## config.mk

```make
export PLATFORM = sky130hd
export DESIGN_NAME = free_running_timer
export DESIGN_NICKNAME = d
export VERILOG_FILES = /design/src/common/frt_pkg.sv /design/src/rtl/free_running_timer.sv
export SDC_FILE = /design/constraint.sdc
export NUM_CORES = 1
export LEC_CHECK = 0
export BUFFER_PORTS_ARGS = -buffer_cell sky130_fd_sc_hd__buf_2
export CORE_MARGIN = 5
export CORE_UTILIZATION = 25
export CTS_CLUSTER_DIAMETER = 50
export DETAILED_ROUTE_END_ITERATION = 10
export PLACE_DENSITY_LB_ADDON = 0.3
export SYNTH_ARGS = -nofsm -noshare
export SYNTH_HDL_FRONTEND = slang
export SYNTH_SLANG_ARGS = --single-unit
export TNS_END_PERCENT = 5
```

## constraint.sdc

```tcl
create_clock -name clk_i -period 3.3 [get_ports clk_i]
set_input_delay 0 -clock clk_i [delete_from_list [all_inputs] [get_ports clk_i]]
set_output_delay 0 -clock clk_i [all_outputs]
set_load 0.02 [all_outputs]
```

## src/common/frt_pkg.sv

```systemverilog
/*
  Constants, field layouts and carrier types for the 16-bit free-running
  timer with compare, capture and coherent counter readout.
  Assumes a byte-wide CPU port with one clock and a synchronous reset.
*/
package frt_pkg;

  // ----------------------------------------------------------------
  // Byte addresses on the CPU port
  // ----------------------------------------------------------------
  localparam logic [15:0] ADDR_CNT_LO = 16'hff12;
  localparam logic [15:0] ADDR_CNT_HI = 16'hff13;
  localparam logic [15:0] ADDR_CAP_LO = 16'hff14;
  localparam logic [15:0] ADDR_CAP_HI = 16'hff15;
  localparam logic [15:0] ADDR_CMP_LO = 16'hff16;
  localparam logic [15:0] ADDR_CMP_HI = 16'hff17;
  localparam logic [15:0] ADDR_MODE   = 16'hff48;

  // ----------------------------------------------------------------
  // Reset values and counter top
  // ----------------------------------------------------------------
  localparam logic [15:0] CNT_RESET  = 16'h0000;
  localparam logic [15:0] CMP_RESET  = 16'hffff;
  localparam logic [15:0] CAP_RESET  = 16'h0000;
  localparam logic [7:0]  MODE_RESET = 8'h00;
  localparam logic [15:0] CNT_TOP    = 16'hffff;

  // ----------------------------------------------------------------
  // Timing: count clock prescaler and interrupt window
  // ----------------------------------------------------------------
  localparam int          DIV_RATIO  = 32;
  localparam logic [4:0]  DIV_LAST   = 5'(DIV_RATIO - 1);
  localparam logic [4:0]  HALF_DIV   = 5'(DIV_RATIO / 2);
  localparam logic [4:0]  HALF_FAST  = 5'h01;

  // Count clock select codes
  typedef enum logic [1:0] {
    CLK_DIRECT = 2'b00,
    CLK_DIV32  = 2'b01
  } clk_sel_t;

  // Capture edge select codes
  typedef enum logic [1:0] {
    EDGE_OFF  = 2'b00,
    EDGE_RISE = 2'b01,
    EDGE_FALL = 2'b10,
    EDGE_BOTH = 2'b11
  } edge_sel_t;

  // Mode control register, bit 7 down to bit 0
  typedef struct packed {
    logic       output_level;
    logic       overflow_flag;
    logic [1:0] edge_sel;
    logic       toggle_enable;
    logic [1:0] clk_sel;
    logic       output_enable;
  } timer_mode_ctrl_t;

  // One CPU byte access
  typedef struct packed {
    logic [15:0] addr;
    logic [7:0]  wdata;
    logic        wr;
    logic        rd;
  } cpu_req_t;

endpackage

```

## src/rtl/free_running_timer.sv

```systemverilog
/*
  16-bit free-running timer: counter, compare match interrupt and output
  toggle, pin capture, and a read buffer that keeps counter byte reads coherent.
  Assumes capture_pin_i and the CPU strobes are synchronous to clk_i.
*/
`timescale 1ns/1ns
module free_running_timer (
  input  wire logic              clk_i,            // 125 MHz main clock
  input  wire logic              reset_n_i,        // Synchronous reset, active low
  input  wire frt_pkg::cpu_req_t cpu_req_i,        // CPU byte access
  output logic [7:0]             rdata_o,          // Read data, registered
  input  wire logic              capture_pin_i,    // Capture trigger pin
  output logic                   timer_out_o,      // Timer output level
  output logic                   timer_out_oe_n_o, // Output enable, low drives
  output logic                   match_irq_o       // Compare match interrupt
);
  import frt_pkg::*;

  // ----------------------------------------------------------------
  // State
  // ----------------------------------------------------------------
  logic [15:0]      cnt_ff,  nxt_cnt;
  logic [15:0]      cmp_ff,  nxt_cmp;
  logic [15:0]      cap_ff,  nxt_cap;
  logic [15:0]      buf_ff,  nxt_buf;
  timer_mode_ctrl_t mode_ff, nxt_mode;
  logic [4:0]       div_ff,  nxt_div;
  logic [4:0]       win_ff,  nxt_win;
  logic             frozen_ff, nxt_frozen;
  logic             pin_ff,  nxt_pin;
  logic             lo_ff,   nxt_lo;
  logic             hi_ff,   nxt_hi;
  logic [7:0]       rdata_ff, nxt_rdata;

  logic tick, match, cap_edge, lo_rd, hi_rd, lo_rise, hi_fall, toggle_rise, wrap;

  // Address match for one byte strobe
  function automatic logic hit(input cpu_req_t r, input logic [15:0] a);
    return r.addr == a;
  endfunction

  // ----------------------------------------------------------------
  // Event decode
  // ----------------------------------------------------------------
  // Codes 10 and 11 also run on the divided clock; they are prohibited anyway
  assign tick    = (mode_ff.clk_sel == CLK_DIRECT) || (div_ff == DIV_LAST);
  // A compare write just behind the current count waits a full wrap
  assign match   = tick && (cnt_ff == cmp_ff);
  assign wrap    = tick && (cnt_ff == CNT_TOP);
  assign lo_rd   = cpu_req_i.rd && hit(cpu_req_i, ADDR_CNT_LO);
  assign hi_rd   = cpu_req_i.rd && hit(cpu_req_i, ADDR_CNT_HI);
  assign lo_rise = lo_rd && !lo_ff;
  assign hi_fall = !hi_rd && hi_ff;

  // Capture edge qualified by the edge field
  always_comb begin
    case (mode_ff.edge_sel)
      EDGE_RISE: cap_edge = capture_pin_i && !pin_ff;
      EDGE_FALL: cap_edge = !capture_pin_i && pin_ff;
      EDGE_BOTH: cap_edge = capture_pin_i != pin_ff;
      default:   cap_edge = 1'b0;
    endcase
  end

  // Inversion enabled by software inside the interrupt window
  assign toggle_rise = cpu_req_i.wr && hit(cpu_req_i, ADDR_MODE)
                       && cpu_req_i.wdata[3] && !mode_ff.toggle_enable;

  // ----------------------------------------------------------------
  // Next state: counter, compare, capture, mode, window, read buffer
  // ----------------------------------------------------------------
  always_comb begin
    nxt_div    = div_ff + 5'h01;
    // Runs on every tick, wrapping from CNT_TOP back to zero
    nxt_cnt    = tick ? cnt_ff + 16'h0001 : cnt_ff;
    nxt_cmp    = cmp_ff;
    nxt_cap    = cap_edge ? cnt_ff : cap_ff;
    nxt_mode   = mode_ff;
    nxt_win    = (win_ff != 5'h00) ? win_ff - 5'h01 : 5'h00;
    nxt_frozen = frozen_ff;
    nxt_buf    = frozen_ff ? buf_ff : cnt_ff;
    nxt_pin    = capture_pin_i;
    nxt_lo     = lo_rd;
    nxt_hi     = hi_rd;
    nxt_rdata  = rdata_ff;

    // Byte writes; each compare byte lands alone, so order matters to software
    if (cpu_req_i.wr) begin
      if (hit(cpu_req_i, ADDR_CMP_LO)) nxt_cmp[7:0]  = cpu_req_i.wdata;
      if (hit(cpu_req_i, ADDR_CMP_HI)) nxt_cmp[15:8] = cpu_req_i.wdata;
      if (hit(cpu_req_i, ADDR_MODE)) begin
        nxt_mode.overflow_flag = cpu_req_i.wdata[6];
        nxt_mode.edge_sel      = cpu_req_i.wdata[5:4];
        nxt_mode.toggle_enable = cpu_req_i.wdata[3];
        nxt_mode.clk_sel       = cpu_req_i.wdata[2:1];
        nxt_mode.output_enable = cpu_req_i.wdata[0];
      end
    end

    // Hardware set wins over a software clear in the same cycle
    if (wrap) nxt_mode.overflow_flag = 1'b1;

    // Interrupt window lasts half a count clock when divided, one cycle on the main clock
    if (match) begin
      nxt_win = (mode_ff.clk_sel == CLK_DIRECT) ? HALF_FAST : HALF_DIV;
    end

    // Output inversion on match, or when enabled during the window
    if ((match && mode_ff.toggle_enable) || (toggle_rise && win_ff != 5'h00)) begin
      nxt_mode.output_level = !mode_ff.output_level;
    end

    // Freeze after low-byte read starts, release after high-byte read ends
    if (lo_rise) nxt_frozen = 1'b1;
    else if (hi_fall) nxt_frozen = 1'b0;

    // Registered read data; an unread address returns zero.
    // The low byte takes the value being frozen, so it pairs with the high byte
    if (cpu_req_i.rd) begin
      case (cpu_req_i.addr)
        ADDR_CNT_LO: nxt_rdata = nxt_buf[7:0];
        ADDR_CNT_HI: nxt_rdata = buf_ff[15:8];
        ADDR_CAP_LO: nxt_rdata = cap_ff[7:0];
        ADDR_CAP_HI: nxt_rdata = cap_ff[15:8];
        ADDR_CMP_LO: nxt_rdata = cmp_ff[7:0];
        ADDR_CMP_HI: nxt_rdata = cmp_ff[15:8];
        ADDR_MODE:   nxt_rdata = mode_ff;
        default:     nxt_rdata = 8'h00;
      endcase
    end
  end

  // Register all state
  always_ff @(posedge clk_i) begin
    if (!reset_n_i) begin
      cnt_ff    <= CNT_RESET;
      cmp_ff    <= CMP_RESET;
      cap_ff    <= CAP_RESET;
      buf_ff    <= CNT_RESET;
      mode_ff   <= MODE_RESET;
      div_ff    <= 5'h00;
      win_ff    <= 5'h00;
      frozen_ff <= 1'b0;
      pin_ff    <= 1'b0;
      lo_ff     <= 1'b0;
      hi_ff     <= 1'b0;
      rdata_ff  <= 8'h00;
    end else begin
      cnt_ff    <= nxt_cnt;
      cmp_ff    <= nxt_cmp;
      cap_ff    <= nxt_cap;
      buf_ff    <= nxt_buf;
      mode_ff   <= nxt_mode;
      div_ff    <= nxt_div;
      win_ff    <= nxt_win;
      frozen_ff <= nxt_frozen;
      pin_ff    <= nxt_pin;
      lo_ff     <= nxt_lo;
      hi_ff     <= nxt_hi;
      rdata_ff  <= nxt_rdata;
    end
  end

  // ----------------------------------------------------------------
  // Outputs
  // ----------------------------------------------------------------
  // Pin latch and direction live in the port block, outside this timer
  assign rdata_o          = rdata_ff;
  assign timer_out_o      = mode_ff.output_level;
  assign timer_out_oe_n_o = !mode_ff.output_enable;
  assign match_irq_o      = win_ff != 5'h00;

  // ----------------------------------------------------------------
  // Assertions
  // ----------------------------------------------------------------
  cnt_reset_a: assert property (@(posedge clk_i) !reset_n_i |=> cnt_ff == 16'h0000)
    else $error("counter not cleared by reset");
  cmp_reset_a: assert property (@(posedge clk_i) !reset_n_i |=> cmp_ff == 16'hffff)
    else $error("compare not all ones after reset");
  free_count_a: assert property (@(posedge clk_i) disable iff (!reset_n_i)
    match |=> cnt_ff == $past(cnt_ff) + 16'h0001)
    else $error("counter cleared on match");
  irq_match_a: assert property (@(posedge clk_i) disable iff (!reset_n_i)
    match |=> match_irq_o)
    else $error("no interrupt after match");
  irq_half_a: assert property (@(posedge clk_i) disable iff (!reset_n_i)
    match && mode_ff.clk_sel == CLK_DIV32 |=> match_irq_o[*8] ##1 match_irq_o[*8] ##1 !match_irq_o)
    else $error("interrupt window not sixteen cycles");
  toggle_out_a: assert property (@(posedge clk_i) disable iff (!reset_n_i)
    match && mode_ff.toggle_enable |=> timer_out_o != $past(timer_out_o))
    else $error("output not inverted on match");
  div_rate_a: assert property (@(posedge clk_i) disable iff (!reset_n_i)
    tick && mode_ff.clk_sel == CLK_DIV32 |=> !tick[*8])
    else $error("divided count clock too fast");
  cap_load_a: assert property (@(posedge clk_i) disable iff (!reset_n_i)
    cap_edge |-> ##[1:2] cap_ff == $past(cnt_ff))
    else $error("capture missed counter value");
  cap_off_a: assert property (@(posedge clk_i) disable iff (!reset_n_i)
    mode_ff.edge_sel == EDGE_OFF |=> $stable(cap_ff))
    else $error("capture while disabled");
  freeze_buf_a: assert property (@(posedge clk_i) disable iff (!reset_n_i)
    lo_rise |=> frozen_ff ##1 buf_ff == $past(buf_ff))
    else $error("read buffer not frozen");
  release_buf_a: assert property (@(posedge clk_i) disable iff (!reset_n_i)
    hi_fall && !lo_rise |=> !frozen_ff)
    else $error("read buffer not released");
  ovf_flag_a: assert property (@(posedge clk_i) disable iff (!reset_n_i)
    wrap |=> mode_ff.overflow_flag)
    else $error("overflow flag not set");

endmodule

```

---- Word level (Yosys, flattened, before mapping) ----
Cells that the tools add are included.
cells by class
  add/sub/neg operators ................... 3
  equal/unequal tests ..................... 14
  muxes and demuxes ....................... 11
  reduce and logical (&&, ||, !) cells .... 31
operators with widths
  cell                   number
  $eq 16x16->1 const B   8
  $pmux 8 s7             1
  $add 16x1->16 const B  1
  $eq 16x16->1           1
  $mux 5                 3
  $mux 7                 2
  $logic_and 1x1->1      13
  $mux 8                 1
  $reduce_and 2->1       4
  $logic_not 1->1        7
  $reduce_bool 2->1      3
  $add 5x1->5 const B    1
  $eq 5x5->1 const B     1
  $reduce_bool 5->1      1
  $sub 5x1->5 const B    1
  $eq 2x2->1 const B     2
  $mux 1                 3
  $pmux 1 s3             1
  $eq 2x1->1 const B     1
  $logic_not 2->1        1
  $logic_or 1x1->1       2
  $ne 1x1->1             1
word-level totals
  flip-flop bits (word level) ............. 94
  bits of input ports ..................... 29
  output and inout bits ................... 11
  word-level logic and storage cells ...... 78

---- Longest topological paths before layout ----
Gate-level depths: netlist of the first run.
  word-level depth ........................ 6
  mapped depth ............................ 8
  depth with buffers taken out ............ 8

---- Worst setup path after synthesis of the first run ----
OpenSTA, ideal clock, no wires.
  path type ............................... reg-to-reg
  start ................................... register win_ff[0]
  end ..................................... register mode_ff (netlist bit timer_out_o)
  data arrival time ....................... 1965 ps
  required time ........................... 3166 ps
  setup slack ............................. 1201 ps
  stages on the path, launching flop included .. 8
  buffers on the path ..................... 0
  cell sequence ........................... dfxtp_1 inv_1 ha_1 or4b_1 and4b_1 nand3_1 nor3b_1 or4_1
on the way
  longest elaborated chain between the ends .. 3
RTL lines
  what                    line                       text
  start, declared         free_running_timer.sv:28   logic [4:0] win_ff, nxt_win;
  start signal, assigned  free_running_timer.sv:155  win_ff <= nxt_win;
  $reduce_bool 5->1       n/a
  via match_irq_o         free_running_timer.sv:15   output logic match_irq_o
  $logic_and 1x1->1       free_running_timer.sv:109  if ((match && mode_ff.toggle_enable) || (toggle_rise && win_ff != 5'h00)) begin
  $logic_or 1x1->1        free_running_timer.sv:109
  end signal, assigned    free_running_timer.sv:153  mode_ff <= nxt_mode;
  end, declared           free_running_timer.sv:26   timer_mode_ctrl_t mode_ff, nxt_mode;
The timed path passes the listed nets, and every way through them passes these cells.
A chain may end at the register's enable or synchronous reset.

---- Final worst setup path of the first run ----
  start ................................... register div_ff[0]
  end ..................................... register mode_ff (netlist bit timer_out_o)
on the way
  longest elaborated chain between the ends .. 5
RTL lines
  what                    line                       text
  start, declared         free_running_timer.sv:27   logic [4:0] div_ff, nxt_div;
  start signal, assigned  free_running_timer.sv:154  div_ff <= nxt_div;
  $eq 5x5->1              free_running_timer.sv:46   assign tick = (mode_ff.clk_sel == CLK_DIRECT) || (div_ff == DIV_LAST);
  $logic_or 1x1->1        free_running_timer.sv:46
  $logic_and 1x1->1       free_running_timer.sv:48   assign match = tick && (cnt_ff == cmp_ff);
  $logic_and 1x1->1       free_running_timer.sv:109
  $logic_or 1x1->1        free_running_timer.sv:109
Every way passes these cells.

==> results of run 1 <==
## cell families (layout without fill, tap and decap cells)
logic type	count (synthesis)	in the layout	synth area share [%]
compound gates	42	42	6.34
xor+xnor	32	32	6.29
fa+ha+maj	6	6	1.68
buf+inv	37	80	3.54
flops	94	94	42.2
mux	65	65	16.9
simple gates	167	167	23.1
## cell usage after synthesis (9+ instances only)
| library cell | instances | area (um^2) |
|---|---|---|
| mux2i_1 | 56 | 561 |
| xnor2_1 | 13 | 114 |
| xor2_1 | 19 | 166 |
| nor4_1 | 12 | 75.1 |
| nand3_1 | 13 | 65.1 |
| nor3_1 | 9 | 45.0 |
| clkbuf_1 | 21 | 78.8 |
| and2_1 | 18 | 113 |
| o21ai_0 | 14 | 70.1 |
| nor2b_1 | 44 | 275 |
| dfxtp_1 | 94 | 1880 |
| nand2_1 | 29 | 109 |
## state kept, by name, indices dropped and copies added, names as in the netlist
| register | cells |
|---|---|
| buf_ff | 16 |
| cap_ff | 16 |
| cmp_ff | 16 |
| cnt_ff | 16 |
| div_ff | 5 |
| frozen_ff | 1 |
| hi_ff | 1 |
| lo_ff | 1 |
| mode_ff | 7 |
| pin_ff | 1 |
| rdata_o | 8 |
| timer_out_o | 1 |
| win_ff | 5 |
## through the flow
stage / util, % / power, W / worst slack [ns] / instances
finish: 30.4 / 0.00254 / 0.918 / 711
global route: 30.4 / 0.00263 / 0.755 / 711
CTS: 30.4 / 0.00256 / 0.913 / 711
detailed placement: 28.0 / 0.00141 / 0.935 / 686
global placement: 28.0 / 0.00140 / 0.984 / 686
floorplan: - / 0.00134 / 1.20 / 443
## final timing paths
kind / startpoint / slack (ns) / end / cells past startpoint
max: div_ff[0]$_SDFF_PN0_ / 0.92 / timer_out_o$_SDFFE_PN0P_ / 7
min reg2reg: lo_ff$_SDFF_PN0_ / 0.41 / frozen_ff$_SDFFE_PN0P_ / 1
max reg2reg: div_ff[0]$_SDFF_PN0_ / 0.92 / timer_out_o$_SDFFE_PN0P_ / 7
min: cpu_req_i[0] / 0.01 / hi_ff$_SDFF_PN0_ / 2
## worst max-delay path, stage by stage, from the launching register on
cell and delay (ns):
dfxtp_1 0.35, ha_1 0.19, and3_1 0.17, ha_1 0.16
o21bai_1 0.31, nand3_1 0.26, o2111a_1 0.31, or4_1 0.50
## area by class of cell
type	count	area (um^2)
flip-flops and latches	94	1880
fillers	1838	12100
clock buffers	10	239
well taps	225	282
clock inverters	6	92.6
repair buffers	56	345
multi-input cells	312	2420
inverters	8	30.0
## layer usage
| metal | global-route usage, % | part of all wire (%) | vias up |
|---|---|---|---|
| met3 | 2.20 | 5.0 | 18 |
| met5 | 0 | 0 | - |
| met1 | 14.9 | 45 | 1629 |
| met2 | 19.0 | 46 | 60 |
| met4 | 5.25 | 3.0 | 0 |
| li1 | - | - | 1659 |
## power by group through the flow
| stage | combinational, W | sequential, W | clock, W |
|---|---|---|---|
| after global placement | 0.000198 | 0.00120 | 0 |
| after CTS | 0.000216 | 0.00118 | 0.00117 |
| after detailed placement | 0.000205 | 0.00121 | 0 |
| after floorplan | 0.000144 | 0.00120 | 0 |
| after global routing | 0.000238 | 0.00118 | 0.00121 |
| final | 0.000213 | 0.00118 | 0.00115 |
## what timing repair did
action,in CTS,in global routing
gates resized for setup,0,0
endpoints found under the hold margin,23,0
hold buffers,9,0
## cells in the final DEF (no fill, tap or decap), types with 12 or more instances in the layout
| master | netlist | routed |
|---|---|---|
| buf_2 | 6 | 39 |
| mux2i_1 | 56 | 56 |
| nor2b_1 | 44 | 44 |
| nor4_1 | 12 | 12 |
| and2_1 | 18 | 18 |
| xor2_1 | 19 | 19 |
| xnor2_1 | 13 | 13 |
| nand2_1 | 29 | 29 |
| nand3_1 | 13 | 13 |
| o21ai_0 | 14 | 14 |
| dfxtp_1 | 94 | 94 |
==> results.txt, run 1 <==
The total overflow left after global routing is 0. Net switching is 23.5% of the power. STA classifies the critical path endpoint as a register. The internal power of the cells came out at 0.00195 W. The number of placed I/O pins came out at 40. After routing, the total negative slack on setup checks comes to 0 ns.

For the share of synthesized area occupied by flip-flops and latches, the log shows 42.2%. The share of the clock period used by the worst path after layout is 72.2%, and the final HPWL from detailed placement is 8380 um. Timing would allow up to 420 MHz. The tools report the cell at the root of the clock tree as clkbuf_16. The initial cell density of the core is 25.6%, and the maximum level of the CTS H-tree is 3. The first global-routing pass estimated 18600 um of wire. The share of total power dissipated in combinational logic is 8.4%. In this run, synthesis produced a sequential element count of 94. In this run, flip-flops and latches consume 46.4% of the power. Max-cap violations in this run came to 0. Measured along the x axis, the die boundary spans 144 um.

From synthesis to final layout, the design area changed by 18.7%. In this run, synthesis inferred 0 flip-flops with an integrated enable. Worst hold-check path type: input port to register.

The initialized floorplan defines 48 standard-cell rows. For the wire length after detailed routing, the log shows 11700 um. Flip-flop cell with the highest count after synthesis: dfxtp_1. The final-stage net count came out at 516. The kind of start point of the critical path is a register.

Clock-pin slew was measured on the worst setup and hold paths at 0.07 ns. In this run the power spent charging and discharging nets is 0.000597 W. The clock arrives with 0.0112 ns of skew. Entering global routing, the biggest net connects 66 pins. The DRC violation count after routing is 0, and the clock tree buffer depth is 2.

The part of the total power dissipated in the clock network came out at 45.2%. The initial antenna violation count was 0. The tools report the via count of the first global-routing pass as 3361.

The flow ran to the end, and the final reports show no timing, DRC or antenna violations. The worst pin sits at a relative slew slack of 36.2%. The global-route usage over all layers came out at 11.6%.

The hold violation count in the final report is 0, and the placeable core area is 17400 um^2. For the worst setup path, the data arrival time is 2.60 ns. The shortest period the worst path allows is 2.38 ns. Once detail routing completed, the nets flagged for antenna violations numbered 0.

For this block, the via count after detailed routing is 3366. The repair_antennas step left the layout with diodes totalling 0. The run gives 0 as the yosys synthesis warning count. At the pin with the least slew margin, the transition time is 0.942 ns.

The die is 144 um tall. The critical path class was register to register. Routability-driven placement finished with a final weighted congestion of 0.794. Counting every instance in the synthesized netlist gives 443. The number of iterations in the first detailed-routing pass was 4. Full die area: 20600 um^2.

On the final layout, the worst hold slack is 0.00953 ns. The count of port buffers added during placement works out to 39. When the netlist entered floorplanning its net count stood at 478. TritonCTS built the clock tree.

The run gives 0.000200 V as the highest ir drop seen on vdd. Yosys mapped the design onto 51 distinct sky130hd cell types. For the number of clock sinks seen by CTS, the log shows 94. The mean area per synthesized cell was 10.1 um^2; the clock insertion delay at the later pin of the skew report was 0.35 ns. For the worst setup path, the data required time is 3.52 ns.

The number of setup violations in the final report is 0. The CTS buffer count was 9; the number of buffers added for setup after CTS was 0. After detailed placement, the total cell area comes to 4870 um^2. After detailed routing, the number of vias per cell comes to 4.73. Setup repair after global routing left no endpoint under its margin. After synthesis, the share of flip-flops with an asynchronous set or reset is 0%. The summed instance area of the synthesized netlist is 4460 um^2, and the power per unit of standard cell area is 481 nW/um^2. The fraction of final layout cells with drive strength greater than 1 is 16.7%.

In the final routed layout, each cell accounts on average for 16.4 um. After the first detailed-routing iteration, the DRC count stood at 250. The static power due to leakage is 1.86 nW, and the peak fanout along the critical path is 8. After routing the design area is 5290 um^2. The max-slew violation total from the final report is 0.
Note: power is estimated with default switching activity, not from simulation.
==> inputs of run 2 (changes only) <==
ABC_AREA = 1   (was default)
clock period = 1.9 ns   (was 3.3 ns; I/O delays follow)
==> run 2 against run 1 <==
Global-route usage rose by 0.65 points. Critical path depth rose by 6. Fmax rose by 34%.
==> results.txt, run 2 <==
The logs give 40 (unchanged) for the number of placed I/O pins and 46.0% (-0.4 points) for the sequential power share. The run gives 34 (-33%) as the count of unique library cells instantiated by Yosys. Fraction of registers with async set or reset after synthesis: 0% (unchanged).

The tools report the wire length after detailed routing as 13100 um (+12%). The flow ran to the end, and the final reports show no timing, DRC or antenna violations. The tools report the CTS buffer count as 9 (unchanged).

The summed instance area of the synthesized netlist is 4780 um^2 (+7.2%), and the violation count after the first detailed-route iteration is 259 (+3.6%). Via count of the first global-routing pass: 4110 (+22%). The tools report the final HPWL from detailed placement as 9660 um (+15%).

The run gives 56.3% (+20 points) as the relative slew slack. For the clock insertion delay at the later pin of the skew report, the log shows 0.36 ns (about the same). Yosys attributes the largest share of cell area to dfxtp_1 39%, nand2_1 14%, nand3_1 7.2%, nor2_1 5.8%, a21oi_1 5.3%. The met2 routing resource usage after global routing was 19.7% (+0.66 points); the power per unit of standard cell area was 772 nW/um^2 (+61%). Layout overhead on the synthesized area: 20.5%.

For the number of setup violations in the final report, the log shows 0 (unchanged). The switching power of the nets is 0.00111 W (+86%). The worst clock skew is 0.00733 ns (-0.00390 ns), and the gate count after technology mapping is 677 (+53%). The combinational share of power came out at 9.4% (+1.0 points). The DRC violation count after routing is 0 (unchanged), and the area occupied by multi-input gates is 2530 um^2 (+4.6%). The share of synthesized area occupied by flip-flops and latches was 39.4% (-2.8 points); the final-stage net count was 764 (+48%). The floorplan die width came out at 148 um (+3.3%). After global routing, the most crowded layer is met2. The data arrival time of the worst path was 2.03 ns (-0.57 ns); the part of the total power dissipated in the clock network was 44.6% (-0.6 points).

The delay of the slowest critical-path stage was 0.36 ns (-0.14 ns); the static power due to leakage was 2.54 nW (+37%). The initial antenna violation count came out at 0 (unchanged). The flip-flop cell with the highest count after synthesis was dfxtp_1. For the net count after synthesis, the log shows 712 (+49%). The placeable core area was 18800 um^2 (+7.8%); the mean number of vias per cell was 4.46 (-5.8%).

The library cell used most frequently in the layout, excluding fill and tap cells, is nand2_1. The number of clock sinks seen by CTS is 94 (unchanged), and the number of iterations in the first detailed-routing pass is 4 (unchanged). The tools report the setup TNS after final layout as 0 ns (unchanged).

The peak fanout along the critical path is 4 (-4), and the initial cell density of the core is 25.5% (-0.13 points). The wire length per cell was 13.5 um (-18%). The placer's final routability congestion estimate is 0.778 (-2.0%). The run gives 21300 um (+14%) as the wire length of the first global-routing pass. For the remaining number of nets flagged by the antenna check after routing, the log shows 0 (unchanged). By startpoint and endpoint, the worst setup path is classified as register to register. For the standard-cell row count, the log shows 50 (+4.2%).

The required time reported for the critical path endpoint came out at 2.15 ns (-1.37 ns). Master of the slowest instance on the critical path: dfxtp_2. The area used by sequential logic in the layout was 1880 um^2 (+0.13%); the transition time at the pin with the least slew margin was 0.654 ns (-0.288 ns). The share of the clock period used by the worst path after layout came out at 93.4% (+21 points). The top cell types in the final layout, fill and taps aside, are 181 x nand2_1, 92 x dfxtp_1, 73 x nor2_1. The yosys synthesis warning count is 0 (unchanged). The global-route met3 utilization was 2.65% (+0.45 points); the clock tree buffer depth was 2 (unchanged).

The cell at the root of the clock tree is clkbuf_16. The post-placement worst setup slack was 0.0843 ns (-0.850 ns). The sort of element at the end of the critical path is a register.

The final worst-path setup slack came out at 0.125 ns (-0.793 ns). The maximum level of the CTS H-tree is 3 (unchanged). Proportion of total power due to net switching: 24.9% (+1.5 points).

The hold violation count in the final report was 0 (unchanged); the full die area was 22000 um^2 (+6.7%). The mean area per synthesized cell is 7.06 um^2 (-30%), and the global-route usage over all layers is 12.3% (+0.65 points). The tools report the highest ir drop seen on vdd as 0.000320 V (+60%).

The synthesized design spends more area on one cell type than any other, namely dfxtp_1. Traced cell by cell, the critical path runs through ha_4 > nand2_2 > nor2_2 > ha_2 > inv_2 > nand2_4 > nand3_2 > nor2_4 > nand2_4 > nor2_4 > nand2_2 > o21ai_1 > nor2_1. The antenna diode instance count came out at 0 (unchanged). Pin count of the biggest net entering global routing: 48 (-27%). The shortest period the worst path allows is 1.78 ns (-0.607 ns).

The run gives 2070 (+13%) as the count of filler cells inserted in the layout. After synthesis, the most frequently instantiated cells are 183 x nand2_1, 94 x dfxtp_1, 74 x nor2_1. The share of the synthesized area in the top cell type was 39.4% (-2.8 points).

The number of enable flip-flop cells after synthesis is 0 (unchanged), and the remaining global-route overflow is 0 (unchanged). The fraction of final layout cells with drive strength greater than 1 is 17.4% (+0.77 points). The kind of start point of the critical path is a register.

The post-synthesis sequential element count came out at 94 (unchanged). Most frequent cell after synthesis: nand2_1. The count of port buffers added during placement came out at 39 (unchanged).

The count of vias placed by the detailed router is 4316 (+28%). The min-delay analysis places its worst path in the category input port to register. Die outline height: 148 um (+3.3%). Met1 layer usage reported by global route: 16.3% (+1.5 points). Setup repair after global routing left no endpoint under its margin. The run gives 0.00334 W (+71%) as the internal power of the cells. For the max capacitance violation total, the log shows 0 (unchanged). For the max-slew violation total from the final report, the log shows 0 (unchanged). TritonCTS built the clock tree.

For the maximum clock frequency, the log shows 563 MHz (+34%). The clock-pin slew of the registers on the worst-case setup and hold paths works out to 0.07 ns (about the same).
[run 2: path summary, 6_finish.rpt]
path              slack, ns                       to  depth (start not counted)            startpoint
hold reg to reg        0.42   frozen_ff$_SDFFE_PN0P_                          1      lo_ff$_SDFF_PN0_
setup / recovery       0.12  cnt_ff[15]$_SDFFE_PN0P_                         13  div_ff[0]$_SDFF_PN0_
setup reg to reg       0.12  cnt_ff[15]$_SDFFE_PN0P_                         13  div_ff[0]$_SDFF_PN0_
hold / removal         0.03         hi_ff$_SDFF_PN0_                          3         cpu_req_i[14]
[run 2: worst max-delay path: cells and delay by family (launching register included)]
kind / cells / cell delay, ns
simple gates: 9 / 0.82
flops: 1 / 0.36
compound gates: 1 / 0.13
fa+ha+maj: 2 / 0.31
buf+inv: 1 / 0.04
[run 2: power groups by stage]
stage,logic (W),registers (W),clock network (W)
2_1_floorplan,0.000283,0.00208,0
3_3_place_gp,0.000409,0.00209,0
3_5_place_dp,0.000407,0.00209,0
4_1_cts,0.000426,0.00204,0.00202
5_1_grt,0.000488,0.00205,0.00211
6_report,0.000419,0.00205,0.00198
[run 2: cells by family (layout without fill, tap and decap cells)]
| kind of cell | after synthesis | in the layout | share of synthesized area, % |
|---|---|---|---|
| AOI/OAI and AO/OA | 101 | 101 | 13.5 |
| muxes | 3 | 3 | 0.628 |
| xor gates and xnor gates | 8 | 8 | 1.47 |
| adders and majority gates | 6 | 6 | 1.57 |
| buffers and inverters | 95 | 152 | 8.48 |
| DFF | 94 | 94 | 39.4 |
| and+or+nand+nor | 370 | 370 | 35.0 |
[run 2: timing repair]
| item | 4_1_cts | 5_1_grt |
|---|---|---|
| gates resized for setup | 0 | 14 |
| endpoints found under the hold margin | 27 | 0 |
| buffers inserted | 0 | 1 |
| hold buffers | 10 | 0 |
| endpoints found under the setup margin | 0 | 8 |
[run 2: metrics by stage]
stage,power (W),instances,util [%],hold slack (ns),area (um^2)
after CTS,0.00449,967,30.4,0.0287,5710
after global routing,0.00465,968,30.7,0.0463,5760
after detailed placement,0.00250,941,28.2,0.226,5280
final,0.00445,968,30.7,0.0348,5760
after global placement,0.00250,941,28.2,0.224,5280
after floorplan,0.00237,677,-,0.0935,4780
[run 2: layer usage]
metal | part of all wire (%) | vias up
met5 | 0 | -
met3 | 5.4 | 12
li1 | - | 2301
met2 | 46 | 81
met4 | 1.5 | 0
met1 | 48 | 1922
[run 2: layout make-up]
class,instances,area share (%)
clock inverters,7,1.69
well taps,234,5.08
clock buffers,9,3.91
inverters,70,4.58
multi-input cells,488,44.0
flip-flops and latches,94,32.7
repair buffers,66,7.99
